[src/core/dev_cmd_pkg.sv]
package dev_cmd_pkg;
   // one-hot command-layer states
   typedef enum logic [11:0] {
      ST_IDLE            = 12'h001,
      ST_SET_SERVICE     = 12'h002,
      ST_SERVICE_CHECK   = 12'h004,
      ST_TAG_SEND        = 12'h008,
      ST_SERVICE_DISPATCH = 12'h010,
      ST_RESET_ASSERTED  = 12'h020,
      ST_RUN_DIAGNOSTICS = 12'h040,
      ST_SOFT_RESET_BIT_GOOD       = 12'h080,
      ST_SOFT_RESET_BIT_BAD        = 12'h100,
      ST_EDD_DIAG        = 12'h200,
      ST_EDD_GOOD        = 12'h400,
      ST_EDD_BAD         = 12'h800
   } fsm_state_t;
   // frame kinds handed to the transport layer
   typedef enum logic [1:0] {
      FRAME_NONE    = 2'h0,
      FRAME_SDB     = 2'h1,
      FRAME_REG_D2H = 2'h2
   } frame_kind_t;
   // serviced command type, also the dispatch target
   typedef enum logic [2:0] {
      CMD_PKT_PIO_IN  = 3'h0,
      CMD_PKT_PIO_OUT = 3'h1,
      CMD_PKT_DMA_IN  = 3'h2,
      CMD_PKT_DMA_OUT = 3'h3,
      CMD_RD_DMA_Q    = 3'h4,
      CMD_WR_DMA_Q    = 3'h5
   } cmd_type_t;
   localparam int TAG_W = 5;
   localparam int SERVICE_BIT_POS = 4;
   localparam int DATA_REQ_BIT_POS = 3;
   localparam int TAG_LSB = 3;
   localparam int STATUS_DEV_LSB = 4;
   localparam logic [7:0] SIG_COUNT = 8'h01;
   localparam logic [7:0] SIG_LBA_LOW = 8'h01;
   localparam logic [7:0] SIG_LBA_MID_ATA = 8'h00;
   localparam logic [7:0] SIG_LBA_HIGH_ATA = 8'h00;
   localparam logic [7:0] SIG_LBA_MID_PKT = 8'h14;
   localparam logic [7:0] SIG_LBA_HIGH_PKT = 8'hEB;
   localparam logic [7:0] SIG_ERR_GOOD = 8'h01;
   localparam logic [7:0] SIG_ERR_BAD_DEFAULT = 8'h00;
   localparam logic [7:0] SIG_ERR_BAD_MAX = 8'h7F;
   localparam logic [7:0] SIG_STATUS_PKT = 8'h00;
endpackage : dev_cmd_pkg

[src/core/frame_req_if.sv]
`timescale 1ns/100ps
interface frame_req_if;
   import dev_cmd_pkg::*;
   logic want;
   frame_kind_t kind;
   logic irq;
   logic [7:0] count;
   logic [23:0] lba;
   logic [7:0] err;
   logic [7:0] status;
   logic busy;
   logic done;
   modport fsm (output want, kind, irq, count, lba, err, status, input busy, done);
   modport holder (input want, kind, irq, count, lba, err, status, output busy, done);
endinterface : frame_req_if

[src/core/reset_signature_gen.sv]
`timescale 1ns/100ps
module reset_signature_gen
   import dev_cmd_pkg::*;
(
   input wire logic packet_support_i,
   input wire logic good_i,
   input wire logic [2:0] status_bits_i,
   input wire logic [7:0] fail_code_i,
   output logic [7:0] count_o,
   output logic [23:0] lba_o,
   output logic [7:0] err_o,
   output logic [7:0] status_o
);
   // 01h and codes above 7Fh would read as a pass, so they fold to 00h
   function automatic logic [7:0] legal_fail(input logic [7:0] code);
      if (code == SIG_ERR_GOOD || code > SIG_ERR_BAD_MAX)
      begin
         return SIG_ERR_BAD_DEFAULT;
      end
      return code;
   endfunction : legal_fail

   // signature fields, packet devices carry the 14h/EBh marker
   assign count_o = SIG_COUNT;
   assign lba_o = packet_support_i ? {SIG_LBA_HIGH_PKT, SIG_LBA_MID_PKT, SIG_LBA_LOW}
                                   : {SIG_LBA_HIGH_ATA, SIG_LBA_MID_ATA, SIG_LBA_LOW};
   assign err_o = good_i ? SIG_ERR_GOOD : legal_fail(fail_code_i);
   assign status_o = packet_support_i ? SIG_STATUS_PKT
                                      : {1'b0, status_bits_i, 4'h0};
endmodule : reset_signature_gen

[src/core/tx_request_hold.sv]
`timescale 1ns/100ps
module tx_request_hold
   import dev_cmd_pkg::*;
(
   input wire logic ref_clk_i,
   input wire logic rstn_i,
   input wire logic abort_i,
   frame_req_if.holder req,
   input wire logic tx_done_i,
   output logic tx_req_o,
   output frame_kind_t tx_kind_o,
   output logic tx_irq_o,
   output logic [7:0] tx_count_o,
   output logic [23:0] tx_lba_o,
   output logic [7:0] tx_err_o,
   output logic [7:0] tx_status_o
);
   logic busy_q;
   wire launch = req.want && !busy_q;

   assign req.busy = busy_q;
   assign req.done = busy_q && tx_done_i;
   assign tx_req_o = busy_q;

   // one request at a time, held until the transport answers or abort_i drops it
   always_ff @(posedge ref_clk_i)
   begin
      if (!rstn_i || abort_i)
      begin
         busy_q <= 1'b0;
      end
      else if (launch)
      begin
         busy_q <= 1'b1;
      end
      else if (req.done)
      begin
         busy_q <= 1'b0;
      end
   end

   // frame fields frozen for the whole request
   always_ff @(posedge ref_clk_i)
   begin
      if (!rstn_i)
      begin
         tx_kind_o <= FRAME_NONE;
         tx_irq_o <= 1'b0;
         tx_count_o <= 8'h00;
         tx_lba_o <= 24'h000000;
         tx_err_o <= 8'h00;
         tx_status_o <= 8'h00;
      end
      else if (launch)
      begin
         tx_kind_o <= req.kind;
         tx_irq_o <= req.irq;
         tx_count_o <= req.count;
         tx_lba_o <= req.lba;
         tx_err_o <= req.err;
         tx_status_o <= req.status;
      end
   end

   property p_req_held;
      @(posedge ref_clk_i) disable iff (!rstn_i)
      tx_req_o && !tx_done_i && !abort_i |=> tx_req_o && $stable(tx_status_o);
   endproperty
   a_req_held: assert property (p_req_held)
      else $error("frame request dropped before completion");
endmodule : tx_request_hold

[src/core/device_reset_service_fsm.sv]
`timescale 1ns/100ps
// What this block does
// - service request sends flagged set-device-bits frame
// - service frame sent returns to idle
// - packet PIO skips tag frame, others send it
// - tag step sends register frame with tag
// - dispatch branches to data phase by type
// - soft reset frame enters reset in any mode
// - host sets then clears soft reset, device initializes
// - release frame moves to diagnostics run
// - command or soft reset frame keeps reset state
// - diagnostics result picks good or bad status
// - non-packet good signature, status bits 6:4 chosen
// - packet good signature with 14h EBh
// - non-packet bad signature, legal error code
// - packet bad signature with 14h EBh
// - status frame sent returns to idle
// - link reset abandons diagnostic command at once
// - soft reset restarts reset protocol at once
// - diagnostic command result picks good or bad
// - diagnostic command status frame raises interrupt
module device_reset_service_fsm
   import dev_cmd_pkg::*;
(
   input wire logic ref_clk_i,
   input wire logic rstn_i,
   input wire logic rx_frame_valid_i,
   input wire logic rx_reg_h2d_i,
   input wire logic rx_cmd_flag_i,
   input wire logic rx_soft_reset_i,
   input wire logic comreset_i,
   input wire logic queue_ready_i,
   input wire logic service_cmd_i,
   input wire cmd_type_t service_request_bit_cmd_type_i,
   input wire logic [TAG_W-1:0] service_request_bit_tag_i,
   input wire logic diag_cmd_i,
   input wire logic diag_done_i,
   input wire logic diag_pass_i,
   input wire logic packet_support_i,
   input wire logic [2:0] status_bits_i,
   input wire logic [7:0] fail_code_i,
   input wire logic [7:0] err_reg_i,
   input wire logic [7:0] status_reg_i,
   input wire logic tx_done_i,
   output logic tx_req_o,
   output frame_kind_t tx_kind_o,
   output logic tx_irq_o,
   output logic [7:0] tx_count_o,
   output logic [23:0] tx_lba_o,
   output logic [7:0] tx_err_o,
   output logic [7:0] tx_status_o,
   output logic dispatch_valid_o,
   output cmd_type_t dispatch_cmd_o,
   output logic diag_restart_o,
   output logic idle_o
);
   fsm_state_t state_q;
   fsm_state_t state_d;
   logic [TAG_W-1:0] tag_q;
   logic diag_done_q;
   logic diag_pass_q;
   logic diag_restart_d;
   logic [7:0] sig_count;
   logic [23:0] sig_lba;
   logic [7:0] sig_err;
   logic [7:0] sig_status;

   frame_req_if req ();

   // states that own a transmit request
   function automatic logic is_send(input fsm_state_t s);
      return (s == ST_SET_SERVICE) || (s == ST_TAG_SEND) ||
             (s == ST_SOFT_RESET_BIT_GOOD) || (s == ST_SOFT_RESET_BIT_BAD) ||
             (s == ST_EDD_GOOD) || (s == ST_EDD_BAD);
   endfunction : is_send

   // received register frame decode
   wire reg_frame = rx_frame_valid_i && rx_reg_h2d_i;
   wire soft_reset_bit_frame = reg_frame && !rx_cmd_flag_i && rx_soft_reset_i;
   wire release_frame = reg_frame && !rx_cmd_flag_i && !rx_soft_reset_i;
   wire pio_packet = (dispatch_cmd_o == CMD_PKT_PIO_IN) ||
                     (dispatch_cmd_o == CMD_PKT_PIO_OUT);
   wire diag_ready = diag_done_q || diag_done_i;
   wire diag_ok = diag_done_i ? diag_pass_i : diag_pass_q;
   wire frame_done = req.done;
   wire good_state = (state_q == ST_SOFT_RESET_BIT_GOOD) || (state_q == ST_EDD_GOOD);
   wire sig_state = good_state || (state_q == ST_SOFT_RESET_BIT_BAD) ||
                    (state_q == ST_EDD_BAD);

   // next state: link reset first, then soft reset, then the state itself
   always_comb
   begin
      state_d = state_q;
      if (comreset_i)
      begin
         state_d = ST_RUN_DIAGNOSTICS;
      end
      else if (soft_reset_bit_frame)
      begin
         state_d = ST_RESET_ASSERTED;
      end
      else
      begin
         case (state_q)
            ST_IDLE:
            begin
               if (diag_cmd_i)
               begin
                  state_d = ST_EDD_DIAG;
               end
               else if (service_cmd_i)
               begin
                  state_d = ST_SERVICE_CHECK;
               end
               else if (queue_ready_i)
               begin
                  state_d = ST_SET_SERVICE;
               end
            end
            ST_SET_SERVICE:
            begin
               if (frame_done)
               begin
                  state_d = ST_IDLE;
               end
            end
            ST_SERVICE_CHECK:
            begin
               state_d = pio_packet ? ST_SERVICE_DISPATCH : ST_TAG_SEND;
            end
            ST_TAG_SEND:
            begin
               if (frame_done)
               begin
                  state_d = ST_SERVICE_DISPATCH;
               end
            end
            ST_SERVICE_DISPATCH:
            begin
               state_d = ST_IDLE;
            end
            ST_RESET_ASSERTED:
            begin
               if (release_frame)
               begin
                  state_d = ST_RUN_DIAGNOSTICS;
               end
            end
            ST_RUN_DIAGNOSTICS:
            begin
               if (diag_ready)
               begin
                  state_d = diag_ok ? ST_SOFT_RESET_BIT_GOOD : ST_SOFT_RESET_BIT_BAD;
               end
            end
            ST_EDD_DIAG:
            begin
               if (diag_ready)
               begin
                  state_d = diag_ok ? ST_EDD_GOOD : ST_EDD_BAD;
               end
            end
            ST_SOFT_RESET_BIT_GOOD, ST_SOFT_RESET_BIT_BAD, ST_EDD_GOOD, ST_EDD_BAD:
            begin
               if (frame_done)
               begin
                  state_d = ST_IDLE;
               end
            end
            default:
            begin
               state_d = ST_IDLE;
            end
         endcase
      end
   end

   // diagnostics restart on link reset, soft reset or diagnostic command
   assign diag_restart_d = comreset_i || soft_reset_bit_frame ||
                           (state_q == ST_IDLE && diag_cmd_i);

   always_ff @(posedge ref_clk_i)
   begin
      if (!rstn_i)
      begin
         state_q <= ST_IDLE;
         diag_restart_o <= 1'b0;
      end
      else
      begin
         state_q <= state_d;
         diag_restart_o <= diag_restart_d;
      end
   end

   // diagnostics may finish while the soft reset is still held; keep it
   // a finish that lands in a restart cycle is kept, the set wins
   always_ff @(posedge ref_clk_i)
   begin
      if (!rstn_i)
      begin
         diag_done_q <= 1'b0;
         diag_pass_q <= 1'b0;
      end
      else if (diag_done_i)
      begin
         diag_done_q <= 1'b1;
         diag_pass_q <= diag_pass_i;
      end
      else if (diag_restart_d)
      begin
         diag_done_q <= 1'b0;
      end
   end

   // serviced command and its tag, caught with the service command
   always_ff @(posedge ref_clk_i)
   begin
      if (!rstn_i)
      begin
         dispatch_cmd_o <= CMD_PKT_PIO_IN;
         tag_q <= '0;
      end
      else if (state_q == ST_IDLE && service_cmd_i && !comreset_i && !soft_reset_bit_frame)
      begin
         dispatch_cmd_o <= service_request_bit_cmd_type_i;
         tag_q <= service_request_bit_tag_i;
      end
   end

   reset_signature_gen u_sig (
      .packet_support_i(packet_support_i),
      .good_i(good_state),
      .status_bits_i(status_bits_i),
      .fail_code_i(fail_code_i),
      .count_o(sig_count),
      .lba_o(sig_lba),
      .err_o(sig_err),
      .status_o(sig_status)
   );

   // frame content per sending state
   assign req.want = is_send(state_q) && !comreset_i && !soft_reset_bit_frame;
   assign req.kind = (state_q == ST_SET_SERVICE) ? FRAME_SDB : FRAME_REG_D2H;
   assign req.irq = (state_q != ST_TAG_SEND);
   assign req.count = sig_state ? sig_count
                    : {tag_q, {TAG_LSB{1'b0}}};
   assign req.lba = sig_state ? sig_lba : 24'h000000;
   assign req.err = sig_state ? sig_err : err_reg_i;
   assign req.status = sig_state ? sig_status
                     : (state_q == ST_SET_SERVICE)
                       ? (status_reg_i | 8'(1 << SERVICE_BIT_POS))
                       : 8'(1 << DATA_REQ_BIT_POS);

   tx_request_hold u_hold (
      .ref_clk_i(ref_clk_i),
      .rstn_i(rstn_i),
      .abort_i(comreset_i),
      .req(req),
      .tx_done_i(tx_done_i),
      .tx_req_o(tx_req_o),
      .tx_kind_o(tx_kind_o),
      .tx_irq_o(tx_irq_o),
      .tx_count_o(tx_count_o),
      .tx_lba_o(tx_lba_o),
      .tx_err_o(tx_err_o),
      .tx_status_o(tx_status_o)
   );

   assign dispatch_valid_o = (state_q == ST_SERVICE_DISPATCH);
   assign idle_o = (state_q == ST_IDLE);

   // checks
   property p_service_request_bit_frame;
      @(posedge ref_clk_i) disable iff (!rstn_i)
      state_q == ST_SET_SERVICE && tx_req_o |->
         tx_kind_o == FRAME_SDB && tx_irq_o && tx_status_o[SERVICE_BIT_POS];
   endproperty
   a_service_request_bit_frame: assert property (p_service_request_bit_frame)
      else $error("service frame lacks service or interrupt bit");

   property p_service_request_bit_idle;
      @(posedge ref_clk_i) disable iff (!rstn_i)
      state_q == ST_SET_SERVICE && frame_done && !comreset_i && !soft_reset_bit_frame
         |=> state_q == ST_IDLE;
   endproperty
   a_service_request_bit_idle: assert property (p_service_request_bit_idle)
      else $error("no return to idle after service frame");

   property p_check;
      @(posedge ref_clk_i) disable iff (!rstn_i)
      state_q == ST_SERVICE_CHECK && !comreset_i && !soft_reset_bit_frame |=>
         state_q == (pio_packet ? ST_SERVICE_DISPATCH : ST_TAG_SEND);
   endproperty
   a_check: assert property (p_check)
      else $error("wrong branch from service check");

   property p_tag;
      @(posedge ref_clk_i) disable iff (!rstn_i)
      state_q == ST_TAG_SEND && tx_req_o |->
         tx_count_o[7:TAG_LSB] == tag_q && tx_kind_o == FRAME_REG_D2H;
   endproperty
   a_tag: assert property (p_tag)
      else $error("tag frame carries wrong tag");

   property p_dispatch;
      @(posedge ref_clk_i) disable iff (!rstn_i)
      $rose(dispatch_valid_o) |-> ##1 !dispatch_valid_o;
   endproperty
   a_dispatch: assert property (p_dispatch)
      else $error("dispatch held longer than one cycle");

   property p_soft_reset_bit;
      @(posedge ref_clk_i) disable iff (!rstn_i)
      soft_reset_bit_frame && !comreset_i |=> state_q == ST_RESET_ASSERTED && diag_restart_o;
   endproperty
   a_soft_reset_bit: assert property (p_soft_reset_bit)
      else $error("soft reset frame not obeyed");

   property p_release;
      @(posedge ref_clk_i) disable iff (!rstn_i)
      state_q == ST_RESET_ASSERTED && release_frame && !comreset_i
         |=> state_q == ST_RUN_DIAGNOSTICS;
   endproperty
   a_release: assert property (p_release)
      else $error("soft reset release not taken");

   property p_hold_reset;
      @(posedge ref_clk_i) disable iff (!rstn_i)
      state_q == ST_RESET_ASSERTED && !release_frame && !comreset_i
         |=> state_q == ST_RESET_ASSERTED;
   endproperty
   a_hold_reset: assert property (p_hold_reset)
      else $error("left reset state without release");

   property p_diag_branch;
      @(posedge ref_clk_i) disable iff (!rstn_i)
      state_q == ST_RUN_DIAGNOSTICS && diag_done_i && !comreset_i && !soft_reset_bit_frame
         |=> state_q == (diag_pass_i ? ST_SOFT_RESET_BIT_GOOD : ST_SOFT_RESET_BIT_BAD);
   endproperty
   a_diag_branch: assert property (p_diag_branch)
      else $error("diagnostics result ignored");

   property p_sig;
      @(posedge ref_clk_i) disable iff (!rstn_i)
      sig_state && tx_req_o |-> tx_count_o == SIG_COUNT &&
         tx_lba_o[7:0] == SIG_LBA_LOW && tx_err_o <= SIG_ERR_BAD_MAX &&
         (tx_err_o == SIG_ERR_GOOD) == good_state;
   endproperty
   a_sig: assert property (p_sig)
      else $error("reset signature malformed");

   property p_comreset;
      @(posedge ref_clk_i) disable iff (!rstn_i)
      comreset_i |=> state_q == ST_RUN_DIAGNOSTICS && !tx_req_o;
   endproperty
   a_comreset: assert property (p_comreset)
      else $error("link reset did not abandon protocol");

   property p_edd_irq;
      @(posedge ref_clk_i) disable iff (!rstn_i)
      (state_q == ST_EDD_GOOD || state_q == ST_EDD_BAD) && tx_req_o |-> tx_irq_o;
   endproperty
   a_edd_irq: assert property (p_edd_irq)
      else $error("diagnostic status frame without interrupt");
endmodule : device_reset_service_fsm

[config.mk]
export PLATFORM = sky130hd
export DESIGN_NAME = device_reset_service_fsm
export DESIGN_NICKNAME = d
export VERILOG_FILES = /design/src/core/dev_cmd_pkg.sv /design/src/core/frame_req_if.sv /design/src/core/reset_signature_gen.sv /design/src/core/tx_request_hold.sv /design/src/core/device_reset_service_fsm.sv
export SDC_FILE = /design/constraint.sdc
export NUM_CORES = 1
export LEC_CHECK = 0
export ABC_CLOCK_PERIOD_IN_PS = 2300
export BUFFER_PORTS_ARGS = -buffer_cell sky130_fd_sc_hd__buf_2
export CAP_MARGIN = 40
export CORE_MARGIN = 3
export CORE_UTILIZATION = 44
export CTS_CLUSTER_SIZE = 25
export DETAILED_ROUTE_END_ITERATION = 16
export PLACE_DENSITY = 0.88
export SETUP_SLACK_MARGIN = 0.5
export SLEW_MARGIN = 10
export SYNTH_ARGS = -nofsm -noshare
export SYNTH_HDL_FRONTEND = slang
export SYNTH_SLANG_ARGS = --single-unit
export TNS_END_PERCENT = 10
[constraint.sdc]
create_clock -name ref_clk_i -period 2.3 [get_ports ref_clk_i]
set_input_delay 0.345 -clock ref_clk_i [delete_from_list [all_inputs] [get_ports ref_clk_i]]
set_output_delay 0.345 -clock ref_clk_i [all_outputs]
set_load 0.01 [all_outputs]
[Yosys cells after proc, flatten, opt, wreduce, memory -nomap -nowiden]
Index checks and enable logic that the tools add are counted.
Storage, ports and cells
  register bits: 75
  bits in latches: 0
  memory bits (writable): 0
  bits in read-only memories: 0
  input port bits: 49
  output and inout port bits: 58
  logic and storage cells: 122
  memories kept: 0
Cells by class
  $add $sub $neg: 0
  multipliers: 0
  divide/modulo/power cells: 0
  order comparisons: 1
  eq/ne operators: 33
  shift operators: 0
  mux-type cells: 31
  bitwise logic cells: 1
  reduce and logical (&&, ||, !) cells: 41
Operators by type and width (count)
  $mux 12: 9
  $pmux 12 s7: 1
  $mux 8: 7
  $mux 24: 2
  $mux 7: 3
  $ne 4x4->1 const B: 5
  $reduce_and 6->1: 3
  $logic_or 1x1->1: 14
  $eq 12x1->1 const B: 1
  $eq 12x10->1 const B: 1
  $eq 12x11->1 const B: 1
  $eq 12x12->1 const B: 1
  $eq 12x2->1 const B: 1
  $eq 12x3->1 const B: 1
  $eq 12x4->1 const B: 1
  $eq 12x5->1 const B: 1
  $eq 12x6->1 const B: 1
  $eq 12x7->1 const B: 1
  $eq 12x8->1 const B: 1
  $eq 12x9->1 const B: 1
  $logic_and 1x1->1: 12
  $ne 12x4->1 const B: 1
  $ne 3x3->1 const B: 4
  $mux 9: 1
  19 further kinds: 33

[Logic depth before layout (Yosys ltp)]
  depth in word-level cells: 10
  depth in mapped cells: 10
  mapped depth without buffers: 6

[By module]
From an unflattened synthesis, not the netlist that was laid out.
Unflattened totals
  cell total of the unflattened synthesis: 481
  area, all modules: 4256.6 sq um
By module, submodules not included
  tx_request_hold: times used 1, cells each 228, area each 2149.6 sq um, sequential area each 1041.0 sq um
  device_reset_service_fsm: times used 1, cells each 199, area each 1717.9 sq um, sequential area each 460.4 sq um
  reset_signature_gen: times used 1, cells each 54, area each 389.1 sq um, sequential area each 0.0 sq um

[Worst setup path after synthesis]
OpenSTA, ideal clock, no wires.
  kind: register -> register
  from: register state_q[11]
  to: register diag_done_q
  library setup time: 0.128 ns
  arrival: 2.197 ns
  required time: 2.172 ns
  path slack: -0.024 ns
  stages on the path, launching flop included: 8
  path buffers: 1
  period minus slack after synthesis: 2.324 ns
  cells stage by stage: dfxtp_1 > or4_1 > buf_2 > or2_4 > nor4_1 > nand2_1 > a31oi_1 > nor2_1
On the way
  cells in the longest elaborated chain, start to end: 4
Ends and longest elaborated chain
  start: declaration: line device_reset_service_fsm.sv:57  | fsm_state_t state_q;
  start signal: assignment: line device_reset_service_fsm.sv:191  | state_q <= state_d;
  $eq 12x1->1
  named net idle_o: line device_reset_service_fsm.sv:55  | output logic idle_o
  $logic_and 1x1->1: line device_reset_service_fsm.sv:180  | (state_q == ST_IDLE && diag_cmd_i);
  $logic_or 1x1->1: line device_reset_service_fsm.sv:179  | assign diag_restart_d = comreset_i || soft_reset_bit_frame ||
  $reduce_bool 2->1 (no line)
  end signal: assignment: line device_reset_service_fsm.sv:202  | diag_done_q <= 1'b0;
  end signal: assignment: line device_reset_service_fsm.sv:207  | diag_done_q <= 1'b1;
  end signal: assignment: line device_reset_service_fsm.sv:212  | diag_done_q <= 1'b0;
  end: declaration: line device_reset_service_fsm.sv:60  | logic diag_done_q;
The timed path passes the listed nets, and every way through them passes these cells.
A chain may end at the register's enable or synchronous reset.

[Worst setup path after layout]
  from: register state_q[8]
  to: output port idle_o
On the way
  cells in the longest elaborated chain, start to end: 1
Ends and longest elaborated chain
  $eq 12x1->1: line device_reset_service_fsm.sv:271  | assign idle_o = (state_q == ST_IDLE);
  end: declaration: line device_reset_service_fsm.sv:55
No other way between the ends.

==> summary.txt <==
Status
  • Status: finished, final reports clean

Drt
  • DR iter-0 viols: approximately 130
  • Total Wirelength: 7450 µm
  • DR vias/cell: 5.49
  • WL per Instance: approximately 15 µm
  • DRC: 0
  • Detailed Routing Iterations Pass 1: 4
  • Antenna viol nets, final: 0
  • Vias post-DR: 2666

Finish
  • Antenna cells: 0
  • Filler cell count: 469
  • Layout cells sized above 1: 41.8%
  • Post-route cell area: 3460 µm²
  • Final nets: 462
  • Area grow syn2layout: 32.6%
  • Finished Layout Cells: 486

Placement
  • I/O Buffers: 88
  • Final HPWL DP: 5260 µm
  • Dpl cell area: 3160 µm²
  • DP Cell Count: 467
  • Placer congestion estimate: between 0.8 and 0.9
  • Pre-CTS setup slack: -8.57 ps

Global route
  • Initial antenna violation count: 0
  • First-pass GRT wire length: approximately 12000 µm
  • Vias in the first global route: 2570
  • Aggregate global routing overflow: 0
  • Pin count of the biggest net entering global routing: 34
  • Overall routing resource usage: 20.1%

Critical path
  • Crit. End Element: primary output
  • Crit path required time: 1960 ps
  • Crit path launch type: register
  • Critical path class: reg -> out
  • Crit path max fanout: 4
  • CP arrival: 1840 ps

Job
  • Max-Cap Viols: 0

STA
  • Fmax: 458 MHz
  • Final Hold Viols: 0
  • Clock skew: 11.7 ps
  • Post-Route Setup TNS: 0 ps
  • RSZ-0062 raised after global routing: true
  • Final Max Tran Viols: 0
  • Period minus WS final: 2180 ps
  • Slew @ Worst Pin: roughly 660 ps
  • Final period util: 94.9%
  • Final setup vio count: 0
  • Post-route setup slack: about 120 ps
  • Slew margin rel.: 55.5%

Synth
  • EDFF count, synth: 0
  • Most instantiated library cell after synthesis: dfxtp_1
  • Unique cell type count in the Yosys netlist: 59
  • Post-Synthesis Cell Area: 2610 µm²
  • Syn_area_per_cell: 8.38 µm²
  • Register area share after synthesis: 38.3%
  • Top FF cell, synth: dfxtp_1
  • Ranking of synthesized cells by area: dfxtp_1 (38%), buf_4 (7.2%), nand2_1 (5.5%), a21oi_1 (5.4%), mux2i_1 (4.2%)
  • Post-Synthesis Cells: roughly 310
  • Synth warnings: 0
  • Synth area leader: dfxtp_1
  • Synth Register Bits: 50
  • Top post-synthesis cells by count: dfxtp_1 (50), nand2_1 (38), a21oi_1 (28)
  • Area fraction of the dominant cell type after synthesis: about two fifths
  • Ys async rst share: 0%

Floorplanning
  • Row cnt: 27
  • Die width: 83.1 µm
  • Die Y: 83.1 µm
  • Initial Utilization: 46.3%
  • Area of the core: 5640 µm²
  • Num ports: 107
  • Die area: 6900 µm²

Clocking
  • CTS Buf Count: 5
  • CTS tree: yes
  • CTS root buf: clkbuf_8
  • # clock sinks: 50
  • H-tree depth: 2
  • CTS Hold Bufs: 0
  • Clock latency on the worst-skew pair: 310 ps
  • Clk buf depth: 2
  • Clock slew at reported path FFs: roughly 90 ps

Power and ir drop
  • Worst VDD drop: about 0.47 mV
  • Pwr dens: roughly 490 nW/µm²
  • Lkg Pwr: approximately 1.6 nW

Worst hold path
  • Hold Crit Class: in -> reg
==> per-layer routing <==
metal / share of wire (%) / up-vias / GRT usage (%) / wire length (µm)
li1: - / 1265 / - / -
met1: 38 / 1264 / 22.9 / 2860
met2: 51 / 110 / 35.1 / 3780
met3: 7.3 / 27 / 6.05 / 541
met4: 3.6 / 0 / 7.58 / 271
met5: 0 / - / 0 / 0
==> cell type report <==
cell class                 instances  area, µm²  share of cell area [%]
tap                               72       90.1                    2.60
clock inverter                     2       16.3                   0.469
timing repair buffer             120        701                    20.2
inverter                           2       7.51                   0.217
clock buffer                       6       82.6                    2.38
sequential                        50       1010                    29.0
multi-input combinational        234       1560                    45.1
==> per-stage QoR <==
stage	util (%)	total power, mW	hold WS (ps)
4_1_cts	59.5	1.69	269
3_3_place_gp	56.0	1.14	436
2_1_floorplan	-	1.09	448
6_report	61.4	1.70	270
5_1_grt	61.4	1.76	278
3_5_place_dp	56.0	1.15	440
==> power by group <==
group	switching (mW)	leakage (nW)	internal (mW)
sequential	0.0117	0.407	0.881
clock	0.299	0.0478	0.248
combinational	0.148	1.11	0.113
total	0.458	1.56	1.24
==> what timing repair did <==
action,in CTS,in global routing
setup endpoints to repair,51,51
pin swaps,4,9
gates cloned,1,1
gates resized for setup,14,15
setup buffers,4,5
==> worst paths after layout <==
check                                           from  slack (ps)                            endpoint  cells past startpoint
setup / recovery             state_q[8]$_SDFFE_PP0P_         120                              idle_o                      4
hold / removal     service_request_bit_cmd_type_i[2]         270      dispatch_cmd_o[2]$_SDFFE_PN0P_                      3
setup reg to reg             state_q[8]$_SDFFE_PP0P_         120             state_q[7]$_SDFFE_PP0P_                      6
hold reg to reg   u_hold.tx_status_o[7]$_SDFFE_PN0P_         460  u_hold.tx_status_o[7]$_SDFFE_PN0P_                      2
==> logic make-up after synthesis <==
family	count (synthesis)	synth area share (%)
simple gates	135	28.1
buf+inv	45	11.5
compound gates	65	16.0
xor+xnor	4	1.34
flops	50	38.3
mux	12	4.64
other cells	1	0.143
==> critical path, cell delays in order, from the launching register on <==
cell and delay [ps]:
dfxtp_2 340, or4_4 560, or2_4 310, nor4_4 150
buf_2 170
==> state kept, by name, indices dropped and copies added, names as in the netlist <==
signal	count
tag_q	5
u_hold.tx_irq_o	1
diag_pass_q	1
u_hold.req.busy	1
u_hold.tx_status_o	8
diag_restart_o	1
dispatch_cmd_o	3
u_hold.tx_lba_o	2
u_hold.tx_kind_o	2
u_hold.tx_err_o	8
u_hold.tx_count_o	5
diag_done_q	1
state_q	12
==> cells in the final DEF (no fill, tap or decap), types with 4 or more instances in the layout <==
cell / n
a211o_1: 6
a21oi_1: 24
a21oi_2: 4
buf_2: 89
buf_4: 25
buf_6: 6
clkbuf_8: 6
conb_1: 17
dfxtp_1: 46
dfxtp_2: 4
mux2i_1: 11
nand2_1: 33
nand2_2: 5
nand2b_1: 8
nand3_1: 8
nand3_2: 5
nand3b_1: 10
nor2_1: 25
nor2b_1: 4
nor3_1: 5
o21ai_0: 13
No activity file was read; power rests on OpenSTA's default activity.
